**src/core/jtl_pkg.sv**
```systemverilog
// Constants and types shared by the link transmitter lane configuration block.
// Assumes a 32-bit APB master and word-aligned register indices.
package jtl_pkg;

  // ----------------------------------------------------------------
  // Bus widths
  // ----------------------------------------------------------------
  localparam int ADDR_W = 16;
  localparam int DATA_W = 32;

  // ----------------------------------------------------------------
  // Register indices (byte address is four times the index)
  // ----------------------------------------------------------------
  localparam logic [11:0] IDX_FRAME_FMT = 12'h592;
  localparam logic [11:0] IDX_CKSUM0 = 12'h5a0;
  localparam logic [11:0] IDX_CKSUM1 = 12'h5a1;
  localparam logic [11:0] IDX_LANE_PD = 12'h5b0;
  localparam logic [11:0] IDX_OUT0_SEL = 12'h5b2;
  localparam logic [11:0] IDX_OUT1_SEL = 12'h5b3;
  localparam logic [11:0] IDX_OUT0_SWING = 12'h5c0;
  localparam logic [11:0] IDX_OUT1_SWING = 12'h5c1;

  // ----------------------------------------------------------------
  // Field positions and writable masks
  // ----------------------------------------------------------------
  localparam int HD_BIT = 7;
  localparam int CF_W = 5;
  localparam int PD0_BIT = 0;
  localparam int PD1_BIT = 2;
  localparam int SEL_W = 3;
  localparam int SWING_W = 3;
  localparam logic [7:0] PD_WR_MASK = 8'hff;
  localparam logic [7:0] SEL_WR_MASK = 8'h77;
  localparam logic [7:0] SWING_WR_MASK = 8'h07;
  localparam logic [2:0] SWING_FULL = 3'h0;

  // ----------------------------------------------------------------
  // Reset values
  // ----------------------------------------------------------------
  localparam logic RST_HD = 1'b0;
  localparam logic [4:0] RST_CF = 5'h00;
  localparam logic [7:0] RST_LANE_PD = 8'hfa;
  localparam logic [7:0] RST_OUT0_SEL = 8'h00;
  localparam logic [7:0] RST_OUT1_SEL = 8'h11;
  localparam logic [7:0] RST_SWING = 8'h01;
  localparam logic [7:0] RST_CKSUM0 = 8'hc3;
  localparam logic [7:0] RST_CKSUM1 = 8'hc4;
  localparam logic [1:0] RST_LANE0 = 2'h0;
  localparam logic [1:0] RST_LANE1 = 2'h1;

  // Number of configuration octets summed into each lane checksum
  localparam int CFG_BYTES = 11;

  // ----------------------------------------------------------------
  // State types
  // ----------------------------------------------------------------
  typedef struct packed {
    logic hd;
    logic [4:0] cf;
    logic [7:0] lane_pd;
    logic [7:0] out0_sel;
    logic [7:0] out1_sel;
    logic [7:0] out0_swing;
    logic [7:0] out1_swing;
    logic [31:0] rdata;
    logic slverr;
  } jtl_regs_t;

  typedef struct packed {
    logic power_down;
    logic [1:0] lane;
    logic swing_reduced;
  } jtl_drv_t;

  typedef struct packed {
    logic [7:0] sum;
  } jtl_sum_t;

endpackage

```
**src/core/jtl_lane_if.sv**
```systemverilog
// Configuration of one physical serial output, from register bank to driver control.
// Assumes both ends run on the register clock.
`timescale 1ns/1ps
`default_nettype none
interface jtl_lane_if;
  logic [2:0] lane_sel;
  logic [2:0] swing;
  logic power_down;
  modport cfg (output lane_sel, output swing, output power_down);
  modport drv (input lane_sel, input swing, input power_down);
endinterface
`default_nettype wire

```
**src/core/jtl_sum.sv**
```systemverilog
// Modulo-256 sum of one lane's configuration octets, registered.
// Assumes the octets are stable or change synchronously to clk.
`timescale 1ns/1ps
`default_nettype none
module jtl_sum #(
  parameter logic [7:0] RST_SUM = 8'h00
) (
  input wire logic clk, // Register clock
  input wire logic rstn, // Async reset, active low
  input wire logic [jtl_pkg::CFG_BYTES*8-1:0] cfg_bytes, // Lane configuration octets
  output logic [7:0] sum // Registered checksum
);
  jtl_pkg::jtl_sum_t st;
  jtl_pkg::jtl_sum_t next_st;
  logic [15:0] wide_sum;

  always_comb
  begin
    next_st = st;
    next_st.sum = 8'h00;
    for (int i = 0; i < jtl_pkg::CFG_BYTES; i++)
    begin
      next_st.sum = next_st.sum + cfg_bytes[i*8 +: 8];
    end
  end

  always_ff @(posedge clk or negedge rstn)
  begin
    if (!rstn)
      st <= '{sum: RST_SUM};
    else
      st <= next_st;
  end

  assign sum = st.sum;

  // Wide reference sum, only read by the check below
  always_comb
  begin
    wide_sum = 16'h0000;
    for (int i = 0; i < jtl_pkg::CFG_BYTES; i++)
    begin
      wide_sum = wide_sum + {8'h00, cfg_bytes[i*8 +: 8]};
    end
  end

  sum_mod256_a:
  // The edge that releases reset still loads the reset sum, so start one edge later
  assert property (@(posedge clk) disable iff (!rstn)
    rstn |=> sum == $past(wide_sum[7:0]))
    else $error("checksum is not the modulo-256 sum of the lane octets");

endmodule // jtl_sum
`default_nettype wire

```
**src/core/jtl_lane_drv.sv**
```systemverilog
// Registered control of one physical serial output: power, source lane, swing.
// Assumes the configuration arrives through the drv side of a lane interface.
`timescale 1ns/1ps
`default_nettype none
module jtl_lane_drv #(
  parameter logic [1:0] RST_LANE = 2'h0
) (
  input wire logic clk, // Register clock
  input wire logic rstn, // Async reset, active low
  jtl_lane_if.drv lif, // Configuration from the register bank
  output logic power_down, // Lane forced off
  output logic [1:0] lane, // Logical lane driven onto this output
  output logic swing_reduced // Reduced swing selected
);
  jtl_pkg::jtl_drv_t st;
  jtl_pkg::jtl_drv_t next_st;

  always_comb
  begin
    next_st = st;
    next_st.power_down = lif.power_down;
    // Codes above three alias onto the low two bits
    next_st.lane = lif.lane_sel[1:0];
    next_st.swing_reduced = (lif.swing != jtl_pkg::SWING_FULL);
  end

  always_ff @(posedge clk or negedge rstn)
  begin
    if (!rstn)
      st <= '{power_down: 1'b0, lane: RST_LANE, swing_reduced: 1'b1};
    else
      st <= next_st;
  end

  assign power_down = st.power_down;
  assign lane = st.lane;
  assign swing_reduced = st.swing_reduced;

  swing_code_a:
  assert property (@(posedge clk) disable iff (!rstn)
    1'b1 |=> swing_reduced == ($past(lif.swing) != 3'h0))
    else $error("swing select does not follow the swing code");

endmodule // jtl_lane_drv
`default_nettype wire

```
**src/core/jtl_lane_cfg.sv**
```systemverilog
// Link transmitter lane configuration and status registers behind an APB slave.
// Assumes a single clock, link parameters synchronous to it, zero-wait-state bus.
//
// Contract
// - Bit 7 of frame format status reads the high density flag, reset 0.
// - Bits 4:0 of that register read control words per frame, raw, reset 0.
// - Lane 0 checksum is the modulo-256 sum of its configuration octets, read-only.
// - Lane 1 checksum is a separate modulo-256 sum of its octets, read-only.
// - Power-down bit 0 set forces physical lane 0 off; resets to 0.
// - Power-down bit 2 set forces physical lane 1 off; other bits reset to 1.
// - Output 0 lane field 2:0 picks logical lane 0 to 3; resets to 0.
// - Output 1 lane field uses same codes; resets to logical lane 1.
// - Each output swing field resets 1; 0 full swing, 1 reduced swing.
//
// Our own choice: the APB register port.
`timescale 1ns/1ps
`default_nettype none
module jtl_lane_cfg (
  input wire logic clk, // Register clock, 100 MHz
  input wire logic rstn, // Async reset, active low
  input wire logic psel, // APB select
  input wire logic penable, // APB enable
  input wire logic pwrite, // APB write
  input wire logic [jtl_pkg::ADDR_W-1:0] paddr, // APB byte address
  input wire logic [jtl_pkg::DATA_W-1:0] pwdata, // APB write data
  input wire logic [3:0] pstrb, // APB byte strobes
  output logic [jtl_pkg::DATA_W-1:0] prdata, // APB read data
  output logic pready, // APB ready
  output logic pslverr, // APB error, unmapped address
  input wire logic high_density_flag, // High density format active
  input wire logic [4:0] control_words_per_frame, // Control words per frame
  input wire logic [jtl_pkg::CFG_BYTES*8-1:0] lane0_cfg_bytes, // Lane 0 octets
  input wire logic [jtl_pkg::CFG_BYTES*8-1:0] lane1_cfg_bytes, // Lane 1 octets
  output logic serial_output_zero_power_down, // Output 0 forced off
  output logic [1:0] serial_output_zero_lane, // Logical lane on output 0
  output logic serial_output_zero_swing_reduced, // Output 0 reduced swing
  output logic serial_output_one_power_down, // Output 1 forced off
  output logic [1:0] serial_output_one_lane, // Logical lane on output 1
  output logic serial_output_one_swing_reduced // Output 1 reduced swing
);

  // ----------------------------------------------------------------
  // Declarations
  // ----------------------------------------------------------------
  jtl_pkg::jtl_regs_t st;
  jtl_pkg::jtl_regs_t next_st;
  logic [11:0] idx;
  logic in_range;
  logic setup_phase;
  logic access_phase;
  logic wr_en;
  logic mapped;
  logic [7:0] rd_byte;
  logic [7:0] wbyte;
  logic [7:0] cksum0;
  logic [7:0] cksum1;

  jtl_lane_if out0_if ();
  jtl_lane_if out1_if ();

  // ----------------------------------------------------------------
  // Address decode
  // ----------------------------------------------------------------
  assign idx = paddr[13:2];
  assign in_range = (paddr[15:14] == 2'h0);
  assign setup_phase = psel && !penable;
  assign access_phase = psel && penable;
  // Narrow registers take only the low byte lane
  assign wr_en = access_phase && pwrite && pstrb[0];
  assign wbyte = pwdata[7:0];

  always_comb
  begin
    mapped = in_range;
    rd_byte = 8'h00;
    case (idx)
      jtl_pkg::IDX_FRAME_FMT: rd_byte = {st.hd, 2'b00, st.cf};
      jtl_pkg::IDX_CKSUM0: rd_byte = cksum0;
      jtl_pkg::IDX_CKSUM1: rd_byte = cksum1;
      jtl_pkg::IDX_LANE_PD: rd_byte = st.lane_pd;
      jtl_pkg::IDX_OUT0_SEL: rd_byte = st.out0_sel & jtl_pkg::SEL_WR_MASK;
      jtl_pkg::IDX_OUT1_SEL: rd_byte = st.out1_sel & jtl_pkg::SEL_WR_MASK;
      jtl_pkg::IDX_OUT0_SWING: rd_byte = st.out0_swing & jtl_pkg::SWING_WR_MASK;
      jtl_pkg::IDX_OUT1_SWING: rd_byte = st.out1_swing & jtl_pkg::SWING_WR_MASK;
      default: mapped = 1'b0;
    endcase
    if (!mapped)
    begin
      rd_byte = 8'h00;
    end
  end

  // ----------------------------------------------------------------
  // Register state
  // ----------------------------------------------------------------
  always_comb
  begin
    next_st = st;
    // Status is resampled every cycle so reads see the live link format
    next_st.hd = high_density_flag;
    next_st.cf = control_words_per_frame;
    // Read data is captured in the setup cycle, ready in the access cycle
    if (setup_phase)
    begin
      next_st.rdata = {24'h00_0000, rd_byte};
      next_st.slverr = !mapped;
    end
    if (wr_en && mapped)
    begin
      case (idx)
        jtl_pkg::IDX_LANE_PD:
          next_st.lane_pd = wbyte & jtl_pkg::PD_WR_MASK;
        jtl_pkg::IDX_OUT0_SEL:
          next_st.out0_sel = wbyte & jtl_pkg::SEL_WR_MASK;
        jtl_pkg::IDX_OUT1_SEL:
          next_st.out1_sel = wbyte & jtl_pkg::SEL_WR_MASK;
        jtl_pkg::IDX_OUT0_SWING:
          next_st.out0_swing = wbyte & jtl_pkg::SWING_WR_MASK;
        jtl_pkg::IDX_OUT1_SWING:
          next_st.out1_swing = wbyte & jtl_pkg::SWING_WR_MASK;
        default:
          next_st.lane_pd = st.lane_pd;
      endcase
    end
  end

  always_ff @(posedge clk or negedge rstn)
  begin
    if (!rstn)
    begin
      st <= '{hd: jtl_pkg::RST_HD,
              cf: jtl_pkg::RST_CF,
              lane_pd: jtl_pkg::RST_LANE_PD,
              out0_sel: jtl_pkg::RST_OUT0_SEL,
              out1_sel: jtl_pkg::RST_OUT1_SEL,
              out0_swing: jtl_pkg::RST_SWING,
              out1_swing: jtl_pkg::RST_SWING,
              rdata: 32'h0000_0000,
              slverr: 1'b0};
    end
    else
    begin
      st <= next_st;
    end
  end

  // ----------------------------------------------------------------
  // Bus outputs
  // ----------------------------------------------------------------
  // No wait states: every access completes in its first access cycle
  assign pready = access_phase;
  assign pslverr = access_phase && st.slverr;
  assign prdata = st.rdata;

  // ----------------------------------------------------------------
  // Lane checksums
  // ----------------------------------------------------------------
  jtl_sum #(
    .RST_SUM(jtl_pkg::RST_CKSUM0)
  ) u_sum0 (
    .clk(clk),
    .rstn(rstn),
    .cfg_bytes(lane0_cfg_bytes),
    .sum(cksum0)
  );

  jtl_sum #(
    .RST_SUM(jtl_pkg::RST_CKSUM1)
  ) u_sum1 (
    .clk(clk),
    .rstn(rstn),
    .cfg_bytes(lane1_cfg_bytes),
    .sum(cksum1)
  );

  // ----------------------------------------------------------------
  // Physical output control
  // ----------------------------------------------------------------
  // Duplicate lane mappings are not blocked; keeping them unique is up to software
  assign out0_if.power_down = st.lane_pd[jtl_pkg::PD0_BIT];
  assign out0_if.lane_sel = st.out0_sel[jtl_pkg::SEL_W-1:0];
  assign out0_if.swing = st.out0_swing[jtl_pkg::SWING_W-1:0];
  assign out1_if.power_down = st.lane_pd[jtl_pkg::PD1_BIT];
  assign out1_if.lane_sel = st.out1_sel[jtl_pkg::SEL_W-1:0];
  assign out1_if.swing = st.out1_swing[jtl_pkg::SWING_W-1:0];

  jtl_lane_drv #(
    .RST_LANE(jtl_pkg::RST_LANE0)
  ) u_drv0 (
    .clk(clk),
    .rstn(rstn),
    .lif(out0_if),
    .power_down(serial_output_zero_power_down),
    .lane(serial_output_zero_lane),
    .swing_reduced(serial_output_zero_swing_reduced)
  );

  jtl_lane_drv #(
    .RST_LANE(jtl_pkg::RST_LANE1)
  ) u_drv1 (
    .clk(clk),
    .rstn(rstn),
    .lif(out1_if),
    .power_down(serial_output_one_power_down),
    .lane(serial_output_one_lane),
    .swing_reduced(serial_output_one_swing_reduced)
  );

  // ----------------------------------------------------------------
  // Checks
  // ----------------------------------------------------------------
  hd_status_a:
  assert property (@(posedge clk) disable iff (!rstn)
    (setup_phase && in_range && idx == 12'h592) |=>
      prdata[7] == $past(high_density_flag, 2))
    else $error("status bit 7 does not show the high density flag");

  cf_status_a:
  assert property (@(posedge clk) disable iff (!rstn)
    (setup_phase && in_range && idx == 12'h592) |=>
      (prdata[4:0] == $past(control_words_per_frame, 2)) && (prdata[6:5] == 2'b00))
    else $error("status field does not show control words per frame");

  cksum0_read_a:
  assert property (@(posedge clk) disable iff (!rstn)
    (setup_phase && in_range && idx == 12'h5a0) |=>
      (prdata == {24'h00_0000, $past(cksum0)}) && pready && !pslverr)
    else $error("lane 0 checksum read returned wrong data");

  cksum1_read_a:
  assert property (@(posedge clk) disable iff (!rstn)
    (setup_phase && in_range && idx == 12'h5a1) |=>
      (prdata == {24'h00_0000, $past(cksum1)}) && pready && !pslverr)
    else $error("lane 1 checksum read returned wrong data");

  lane0_pd_a:
  assert property (@(posedge clk) disable iff (!rstn)
    (wr_en && in_range && idx == 12'h5b0) |->
      ##2 serial_output_zero_power_down == $past(pwdata[0], 2))
    else $error("lane 0 power-down does not follow bit 0");

  lane1_pd_a:
  assert property (@(posedge clk) disable iff (!rstn)
    (wr_en && in_range && idx == 12'h5b0) |->
      ##2 serial_output_one_power_down == $past(pwdata[2], 2))
    else $error("lane 1 power-down does not follow bit 2");

  out0_sel_a:
  assert property (@(posedge clk) disable iff (!rstn)
    (wr_en && in_range && idx == 12'h5b2) |->
      ##2 serial_output_zero_lane == $past(pwdata[1:0], 2))
    else $error("output 0 lane does not follow its select field");

  out1_sel_a:
  assert property (@(posedge clk) disable iff (!rstn)
    (wr_en && in_range && idx == 12'h5b3) |->
      ##2 serial_output_one_lane == $past(pwdata[1:0], 2))
    else $error("output 1 lane does not follow its select field");

  swing_write_a:
  assert property (@(posedge clk) disable iff (!rstn)
    (wr_en && in_range && idx == 12'h5c1) |->
      ##2 serial_output_one_swing_reduced == ($past(pwdata[2:0], 2) != 3'h0))
    else $error("output 1 swing does not follow its swing field");

  unmapped_err_a:
  assert property (@(posedge clk) disable iff (!rstn)
    (setup_phase && !mapped) |=> pready && pslverr && (prdata == 32'h0000_0000))
    else $error("unmapped access not answered with an error");

  swing0_write_a:
  assert property (@(posedge clk) disable iff (!rstn)
    (wr_en && in_range && idx == 12'h5c0) |->
      ##2 serial_output_zero_swing_reduced == ($past(pwdata[2:0], 2) != 3'h0))
    else $error("output 0 swing does not follow its swing field");

  swing1_store_a:
  assert property (@(posedge clk) disable iff (!rstn)
    (wr_en && in_range && idx == 12'h5c1) |=>
      st.out1_swing == ($past(pwdata[7:0]) & 8'h07))
    else $error("output 1 swing field not stored masked");

  swing_read_a:
  assert property (@(posedge clk) disable iff (!rstn)
    (setup_phase && in_range && (idx == 12'h5c0 || idx == 12'h5c1)) |=>
      prdata[31:3] == 29'h0000_0000)
    else $error("swing register read shows reserved bits");

  pd_store_a:
  assert property (@(posedge clk) disable iff (!rstn)
    (wr_en && in_range && idx == 12'h5b0) |=> st.lane_pd == $past(pwdata[7:0]))
    else $error("power-down register did not take the byte");

  pd_strobe_a:
  assert property (@(posedge clk) disable iff (!rstn)
    (access_phase && pwrite && !pstrb[0] && in_range && idx == 12'h5b0) |=>
      $stable(st.lane_pd))
    else $error("power-down register changed on unstrobed write");

  pd_read_a:
  assert property (@(posedge clk) disable iff (!rstn)
    (setup_phase && in_range && idx == 12'h5b0) |=>
      prdata == {24'h00_0000, $past(st.lane_pd)})
    else $error("power-down register read returned wrong data");

  sel0_store_a:
  assert property (@(posedge clk) disable iff (!rstn)
    (wr_en && in_range && idx == 12'h5b2) |=>
      st.out0_sel == ($past(pwdata[7:0]) & 8'h77))
    else $error("output 0 select not stored masked");

  sel1_store_a:
  assert property (@(posedge clk) disable iff (!rstn)
    (wr_en && in_range && idx == 12'h5b3) |=>
      st.out1_sel == ($past(pwdata[7:0]) & 8'h77))
    else $error("output 1 select not stored masked");

  sel0_read_a:
  assert property (@(posedge clk) disable iff (!rstn)
    (setup_phase && in_range && idx == 12'h5b2) |=>
      prdata == {24'h00_0000, $past(st.out0_sel) & 8'h77})
    else $error("output 0 select read returned wrong data");

  sel1_read_a:
  assert property (@(posedge clk) disable iff (!rstn)
    (setup_phase && in_range && idx == 12'h5b3) |=>
      prdata == {24'h00_0000, $past(st.out1_sel) & 8'h77})
    else $error("output 1 select read returned wrong data");

  ro_write_a:
  assert property (@(posedge clk) disable iff (!rstn)
    (wr_en && in_range && (idx == 12'h592 || idx == 12'h5a0 || idx == 12'h5a1)) |=>
      $stable(st.lane_pd) && $stable(st.out0_sel) && $stable(st.out1_sel))
    else $error("write to a read-only register changed state");

  range_write_a:
  assert property (@(posedge clk) disable iff (!rstn)
    (access_phase && pwrite && !in_range) |=>
      $stable(st.lane_pd) && $stable(st.out0_sel) && $stable(st.out1_sel))
    else $error("out of range write changed state");

  status_upper_a:
  assert property (@(posedge clk) disable iff (!rstn)
    (setup_phase && in_range && idx == 12'h592) |=> prdata[31:8] == 24'h00_0000)
    else $error("status read shows nonzero upper bits");

endmodule // jtl_lane_cfg
`default_nettype wire

```
**config.mk**
```make
export PLATFORM = sky130hd
export DESIGN_NAME = jtl_lane_cfg
export DESIGN_NICKNAME = d
export VERILOG_FILES = /design/src/core/jtl_pkg.sv /design/src/core/jtl_lane_if.sv /design/src/core/jtl_sum.sv /design/src/core/jtl_lane_drv.sv /design/src/core/jtl_lane_cfg.sv
export SDC_FILE = /design/constraint.sdc
export NUM_CORES = 1
export LEC_CHECK = 0
export BUFFER_PORTS_ARGS = -buffer_cell sky130_fd_sc_hd__buf_2
export CAP_MARGIN = 20
export CORE_MARGIN = 3
export CORE_UTILIZATION = 45
export DETAILED_ROUTE_END_ITERATION = 12
export GPL_ROUTABILITY_DRIVEN = 0
export PLACE_DENSITY = 0.76
export SLEW_MARGIN = 15
export SYNTH_ARGS = -nofsm -noshare
export SYNTH_HDL_FRONTEND = slang
export SYNTH_SLANG_ARGS = --single-unit
```
**constraint.sdc**
```tcl
create_clock -name clk -period 1.55 [get_ports clk]
set_clock_uncertainty 0.2 [all_clocks]
set_input_delay 0.2325 -clock clk [delete_from_list [all_inputs] [get_ports clk]]
set_output_delay 0.2325 -clock clk [all_outputs]
set_load 0.05 [all_outputs]
```
==> metrics, run 1 <==
#FFs+latches synth 65; arrival time worst endpoint around 3.9 ns; top cell type's share of synthesized area 0.344; number of core rows 43; status finished with violations; Static Leak 0.00485 µW; clock latency on the worst-skew pair about 0.33 ns; Req. time, crit path ~1.6 ns; failing checks setup timing; ant diodes 0; CP Max Fanout 2; unrepaired setup endpoints after global routing yes; Ys Warns 0; slew margin rel. 0.664; reg-to-reg startpoint out0_if.lane_sel[0]; DRT iter0 DRCs between 150 and 200; Root Driver clkbuf_16; PortBufs 227; die area between 0.015 and 0.02 mm²; maxcap violations 0; initial core utilization 0.469; clock buffer depth 2; most frequent cells after synthesis inv_1, fa_1, dfrtp_1; synth unique cells 53; setup_tns -33.92 ns; Startpoint Class input pin; Final Critical Period a little under 4 ns; Worst Setup EP u_sum1.sum[6]; Synth area leader fa_1; most frequent cell after synthesis inv_1; Reg2Reg Capture Point prdata[0]; FFs w/ async S/R, synth 1.00; drt wl/cell between 10 and 15 µm; Hold WC Path Type in2reg; clk slew on worst S/H paths 0.05 ns; synthesized instance count approximately 600; pin count of the biggest net entering global routing 66; Reg area 0.00165 mm²; crit path from lane1_cfg_bytes[42]; Antenna Nets Post-Route 0; Slew @ Worst Pin 0.499 ns; Via density 4.61; r2r setup slk -0.01 ns; mapped cell area 0.00664 mm²; Fillers about 1,100; R2R depth 5; synth top area cells fa_1, dfrtp_1, inv_1; final period utilization 2.48; first-pass GRT wire length about 23,000 µm; Layout Area Growth over Synthesis 37.6%; VDD IR max between 0.001 and 0.0015 V; final setup vio count 50; total power 16,100 µW; CTS tree yes; routed wire length approximately 15,000 µm; dpl ws -2.72 ns; initial antenna violation count 0; Post-synth EDFFs 0; area occupied by multi-input gates 0.00452 mm²; Num CTS Buffers 9; Primary FF master, synth dfrtp_1; total power per unit cell area 1760 mW/mm²; Post-DP Area 0.00833 mm²; GR Util All Layers 0.179; core area 0.0141 mm²; IO Pins 281; layout cell share with drive strength beyond 1 0.470; CP endpoint kind register; clock tree sinks 65; final setup margin -2.30 ns; hpwl dp 12,100 µm; Crit Path Category in2reg; final hold violation count 0; depth of the CTS H-tree 3; Min Hold Slack 0.0116 ns; Max Slew Vio Count 0; Finished Cell Area 0.00913 mm²; fmax about 0.26 GHz; Die Y 127 µm; register area share after synthesis 0.249; DIE WIDTH 127 µm; Hold Path Origin pwdata[2]; total grt overflow 0; drt pass-1 iters 5; Remaining DRCs 0; Final nets 1,256; Avg Inst Size Synth 11.1 µm²; Via Count 4,923; vias in the first global route 5,225
## per-stage QoR
stage                      util  cells
after floorplan               -    622
after global placement    0.589   1034
after detailed placement  0.589   1034
after CTS                 0.632   1066
after global routing      0.645   1068
final                     0.645   1068
## report_power, final
part / switching [µW] / total (µW) / internal (µW) / leakage (µW)
combinational: 5530 / 12000 / 6450 / 0.00393
clock: 673 / 1740 / 1070 / 0.000130
sequential: 104 / 2330 / 2230 / 0.000797
## repair_timing
| action | in CTS | in global routing |
|---|---|---|
| hold endpoints to repair | 78 | 0 |
| gates resized for setup | 53 | 34 |
| setup buffers | 3 | 3 |
| gates cloned | 1 | 0 |
| hold buffers | 12 | 0 |
| endpoints found under the setup margin | 51 | 53 |
| pin swaps | 35 | 20 |
## cell usage in the layout (no fill, tap or decap), types with 7 or more instances in the layout
master,count
conb_1,24
ha_4,12
o21ai_1,7
mux2i_1,8
dfrtp_1,45
buf_4,45
buf_6,16
xnor2_1,34
clkbuf_16,9
nand2_1,12
dfstp_2,20
mux2_2,15
dlygate4sd3_1,12
fa_1,109
mux2_4,15
inv_2,14
ha_1,8
buf_2,211
inv_1,156
## area by class of cell
type	instances	area share
multi-input combinational	340	0.495
timing repair buffer	289	0.194
sequential	65	0.181
inverter	178	0.0776
clock buffer	12	0.0259
tap	180	0.0247
clock inverter	4	0.00219
## worst max-delay path, cell delays in order
cell and delay (ns):
buf_6 0.07, inv_4 0.02, fa_1 0.54, inv_2 0.04, fa_1 0.56, fa_1 0.43, fa_1 0.49, inv_1 0.05
fa_1 0.49, inv_2 0.04, ha_4 0.16, fa_2 0.33, a21o_1 0.17, a21oi_2 0.14, xnor2_1 0.13
## worst min path at each step
stage                               end  slack [ns]  depth (start not counted)
finish                 out0_if.swing[2]        0.01                          2
floorplan           out0_if.lane_sel[0]       -0.26                          0
global route        out1_if.lane_sel[1]        0.02                          2
global placement         u_drv0.lane[1]        0.07                          2
CTS                    out0_if.swing[2]        0.01                          2
detailed placement    u_drv0.power_down        0.07                          2
## cells by family (layout without fill, tap and decap cells)
family | Yosys count | count (layout) | synth area share
AO/OA/AOI/OAI | 49 | 49 | 0.0502
XOR/XNOR | 44 | 44 | 0.0622
adder cells (fa/ha/maj) | 134 | 134 | 0.382
buffers and inverters | 218 | 483 | 0.144
flip-flops | 65 | 65 | 0.249
multiplexers | 38 | 38 | 0.0630
other | 1 | 24 | 0.000565
AND/OR/NAND/NOR | 50 | 51 | 0.0498
## state kept, by name, summed over array words and instances, names as in the netlist
signal                cells
u_drv0.power_down         1
out1_if.swing             3
out0_if.swing             3
out0_if.lane_sel          3
u_drv1.swing_reduced      1
st                       19
out1_if.lane_sel          3
out1_if.power_down        1
u_sum1.sum                8
u_drv1.power_down         1
u_drv1.lane               2
u_drv0.lane               2
out0_if.power_down        1
u_sum0.sum                8
u_drv0.swing_reduced      1
prdata                    8
## metal layers
metal  GRT usage  up-vias  part of all wire
met4      0.0416        0             0.014
met5           0        -                 0
met3      0.0355       18             0.068
li1            -     2317                 -
met2       0.334      183              0.56
met1       0.211     2405              0.36
Note: power is estimated with default switching activity, not from simulation.
==> inputs of run 2 (changes only) <==
PLACE_DENSITY = 0.84   (was 0.76)
SYNTH_HIERARCHICAL = 1   (was unset)
clock period = 3.2 ns   (was 1.55 ns; I/O delays follow)
==> run 2 against run 1 <==
Against the previous run: global-route usage rose by 0.65 points; synthesized cell count is 0.50% higher; clock power down 40%; the run still ends with setup timing left; power fell by 50%; wire length is 0.16% lower; largest power group unchanged; sequential power is 52% lower.
==> metrics, run 2 <==
max reg flops 19; die area ~0.016 mm²; Hold Path Origin control_words_per_frame[3]; Post-synth EDFFs 0; Ys Warns 6; Die Y 128 µm; Min-Delay Path Depth 1; Final Util 0.600; CP Max Fanout 2; slew margin rel. 0.631; Reg2Reg Capture Point prdata[6]; Hold Path End st[76]; Root Driver clkbuf_16; total length of routed met2 wires 8060 µm; CP endpoint kind register; clock latency on the worst-skew pair about 0.33 ns; most frequent cells after synthesis inv_1, fa_1, dfrtp_1; r2r setup slk 1.65 ns; PortBufs 227; DIE WIDTH 128 µm; failing checks setup timing; Via density 4.61; core area 0.0142 mm²; commonest non-fill, non-tap cell in the layout buf_2; Final Critical Period 4.20 ns; total power per unit cell area 933 mW/mm²; DRT iter0 DRCs 185; Num CTS Buffers 9; first-pass GRT wire length 24,100 µm; pin count of the biggest net entering global routing 37; final period utilization 1.31; Synth area leader fa_1; R2R depth 5; number of core rows 43; synth unique cells 50; #FFs+latches synth 65; mapped cell area 0.00666 mm²; Top reg by flops st; most frequent cells in the layout buf_2, inv_1, fa_1; reg-to-reg startpoint u_sum0/sum[6]; Remaining DRCs 0; final setup vio count 12; VDD IR max 0.000691 V; vias in the first global route 5,363; M1 WL a little under 5000 µm; Req. time, crit path 3.24 ns; clock tree sinks 65; dpl ws -1.46 ns; clk slew on worst S/H paths roughly 0.05 ns; Max Slew Vio Count 0; Fillers about 1,200; GR Util All Layers 0.185; status finished with violations; synth top area cells fa_1, dfrtp_1, inv_1; Hold WC Path Type in2reg; Layout Area Growth over Synthesis 28.0%; fmax 0.238 GHz; Avg Inst Size Synth 11.1 µm²; arrival time worst endpoint 4.24 ns; wire length on met3 997 µm; top layer in use met4; synthesized instance count 602; Startpoint Class input pin; register area share after synthesis 0.248; Antenna Nets Post-Route 0; FFs w/ async S/R, synth 1.00; Crit Path Category in2reg; most frequent cell after synthesis inv_1; final setup margin -0.998 ns; CTS tree yes; final hold violation count 0; Primary FF master, synth dfrtp_1; routed wire length 14,500 µm; top cell type's share of synthesized area 0.343; Final nets 1,218; unrepaired setup endpoints after global routing yes; clock buffer depth 2; drt pass-1 iters 4; depth of the CTS H-tree 3; initial antenna violation count 1; layout cell share with drive strength beyond 1 0.421; hpwl dp 12,700 µm; initial core utilization 0.469; drt wl/cell 14.1 µm; total grt overflow 0; maxcap violations 0; Static Leak ~0.0046 µW; Via Count 4,757; Slew @ Worst Pin 0.549 ns; IO Pins 281
## run 2: logic make-up after synthesis
logic type / share of synthesized area
buffers and inverters: 0.141
other: 0.000563
adder cells (fa/ha/maj): 0.380
flip-flops: 0.248
AND/OR/NAND/NOR: 0.0612
XOR/XNOR: 0.0635
multiplexers: 0.0590
AO/OA/AOI/OAI: 0.0468
## run 2: repair_timing
action	4_1_cts	5_1_grt
endpoints found under the setup margin	12	13
pin swaps	32	17
endpoints found under the hold margin	25	0
hold buffers	1	0
buffers inserted	4	2
gates resized for setup	22	24
## run 2: final cells by class
cell class / count / area (µm²) / share of cell area
Clock inverter: 4 / 76.3 / 0.00895
Sequential cell: 65 / 1650 / 0.194
Inverter: 175 / 692 / 0.0812
Tap cell: 180 / 225 / 0.0264
Clock buffer: 12 / 246 / 0.0289
Antenna cell: 1 / 2.50 / 0.000294
Multi-Input combinational cell: 344 / 4240 / 0.498
Timing Repair Buffer: 250 / 1390 / 0.163
## run 2: power by group
group / leakage (µW) / switching (µW) / internal [µW] / total, µW
clock: 0.000153 / 342 / 704 / 1050
combinational: 0.00364 / 2640 / 3130 / 5770
sequential: 0.000797 / 56.3 / 1080 / 1130
## run 2: worst max path at each step
stage | endpoint | slack [ns] | start
final | u_sum1/sum[7] | -1.0 | lane1_cfg_bytes[3]
after floorplan | u_sum0/sum[7] | -1.14 | lane0_cfg_bytes[19]
after detailed placement | u_sum0/sum[7] | -1.46 | lane0_cfg_bytes[19]
after global routing | u_sum1/sum[6] | -1.14 | lane1_cfg_bytes[3]
after CTS | u_sum1/sum[7] | -1.01 | lane1_cfg_bytes[43]
after global placement | u_sum0/sum[7] | -1.38 | lane0_cfg_bytes[19]
## run 2: layer usage
layer	track usage	vias up
met3	0.0367	33
li1	-	2247
met5	0	-
met4	0.0674	0
met1	0.212	2284
met2	0.343	193
## run 2: critical path, cell delays in order
cell	delay (ns)
buf_6	0.07
inv_4	0.03
fa_1	0.54
inv_2	0.04
fa_1	0.56
fa_1	0.45
fa_1	0.53
inv_2	0.04
fa_1	0.51
inv_2	0.05
ha_4	0.20
a21o_1	0.15
a21o_1	0.18
a31oi_2	0.14
xnor3_1	0.27
## run 2: per-stage QoR
stage	instances	power, µW	TNS (ns)	hold WS [ns]	cell area (µm²)
after floorplan	625	4710	-10.67	-0.0156	6840
after global placement	1011	6290	-14.09	0.170	8070
after detailed placement	1011	6600	-14.56	0.177	8070
after CTS	1031	7950	-8.87	0.0434	8480
after global routing	1031	8830	-10.30	0.0503	8530
final	1031	7950	-8.91	0.0581	8530
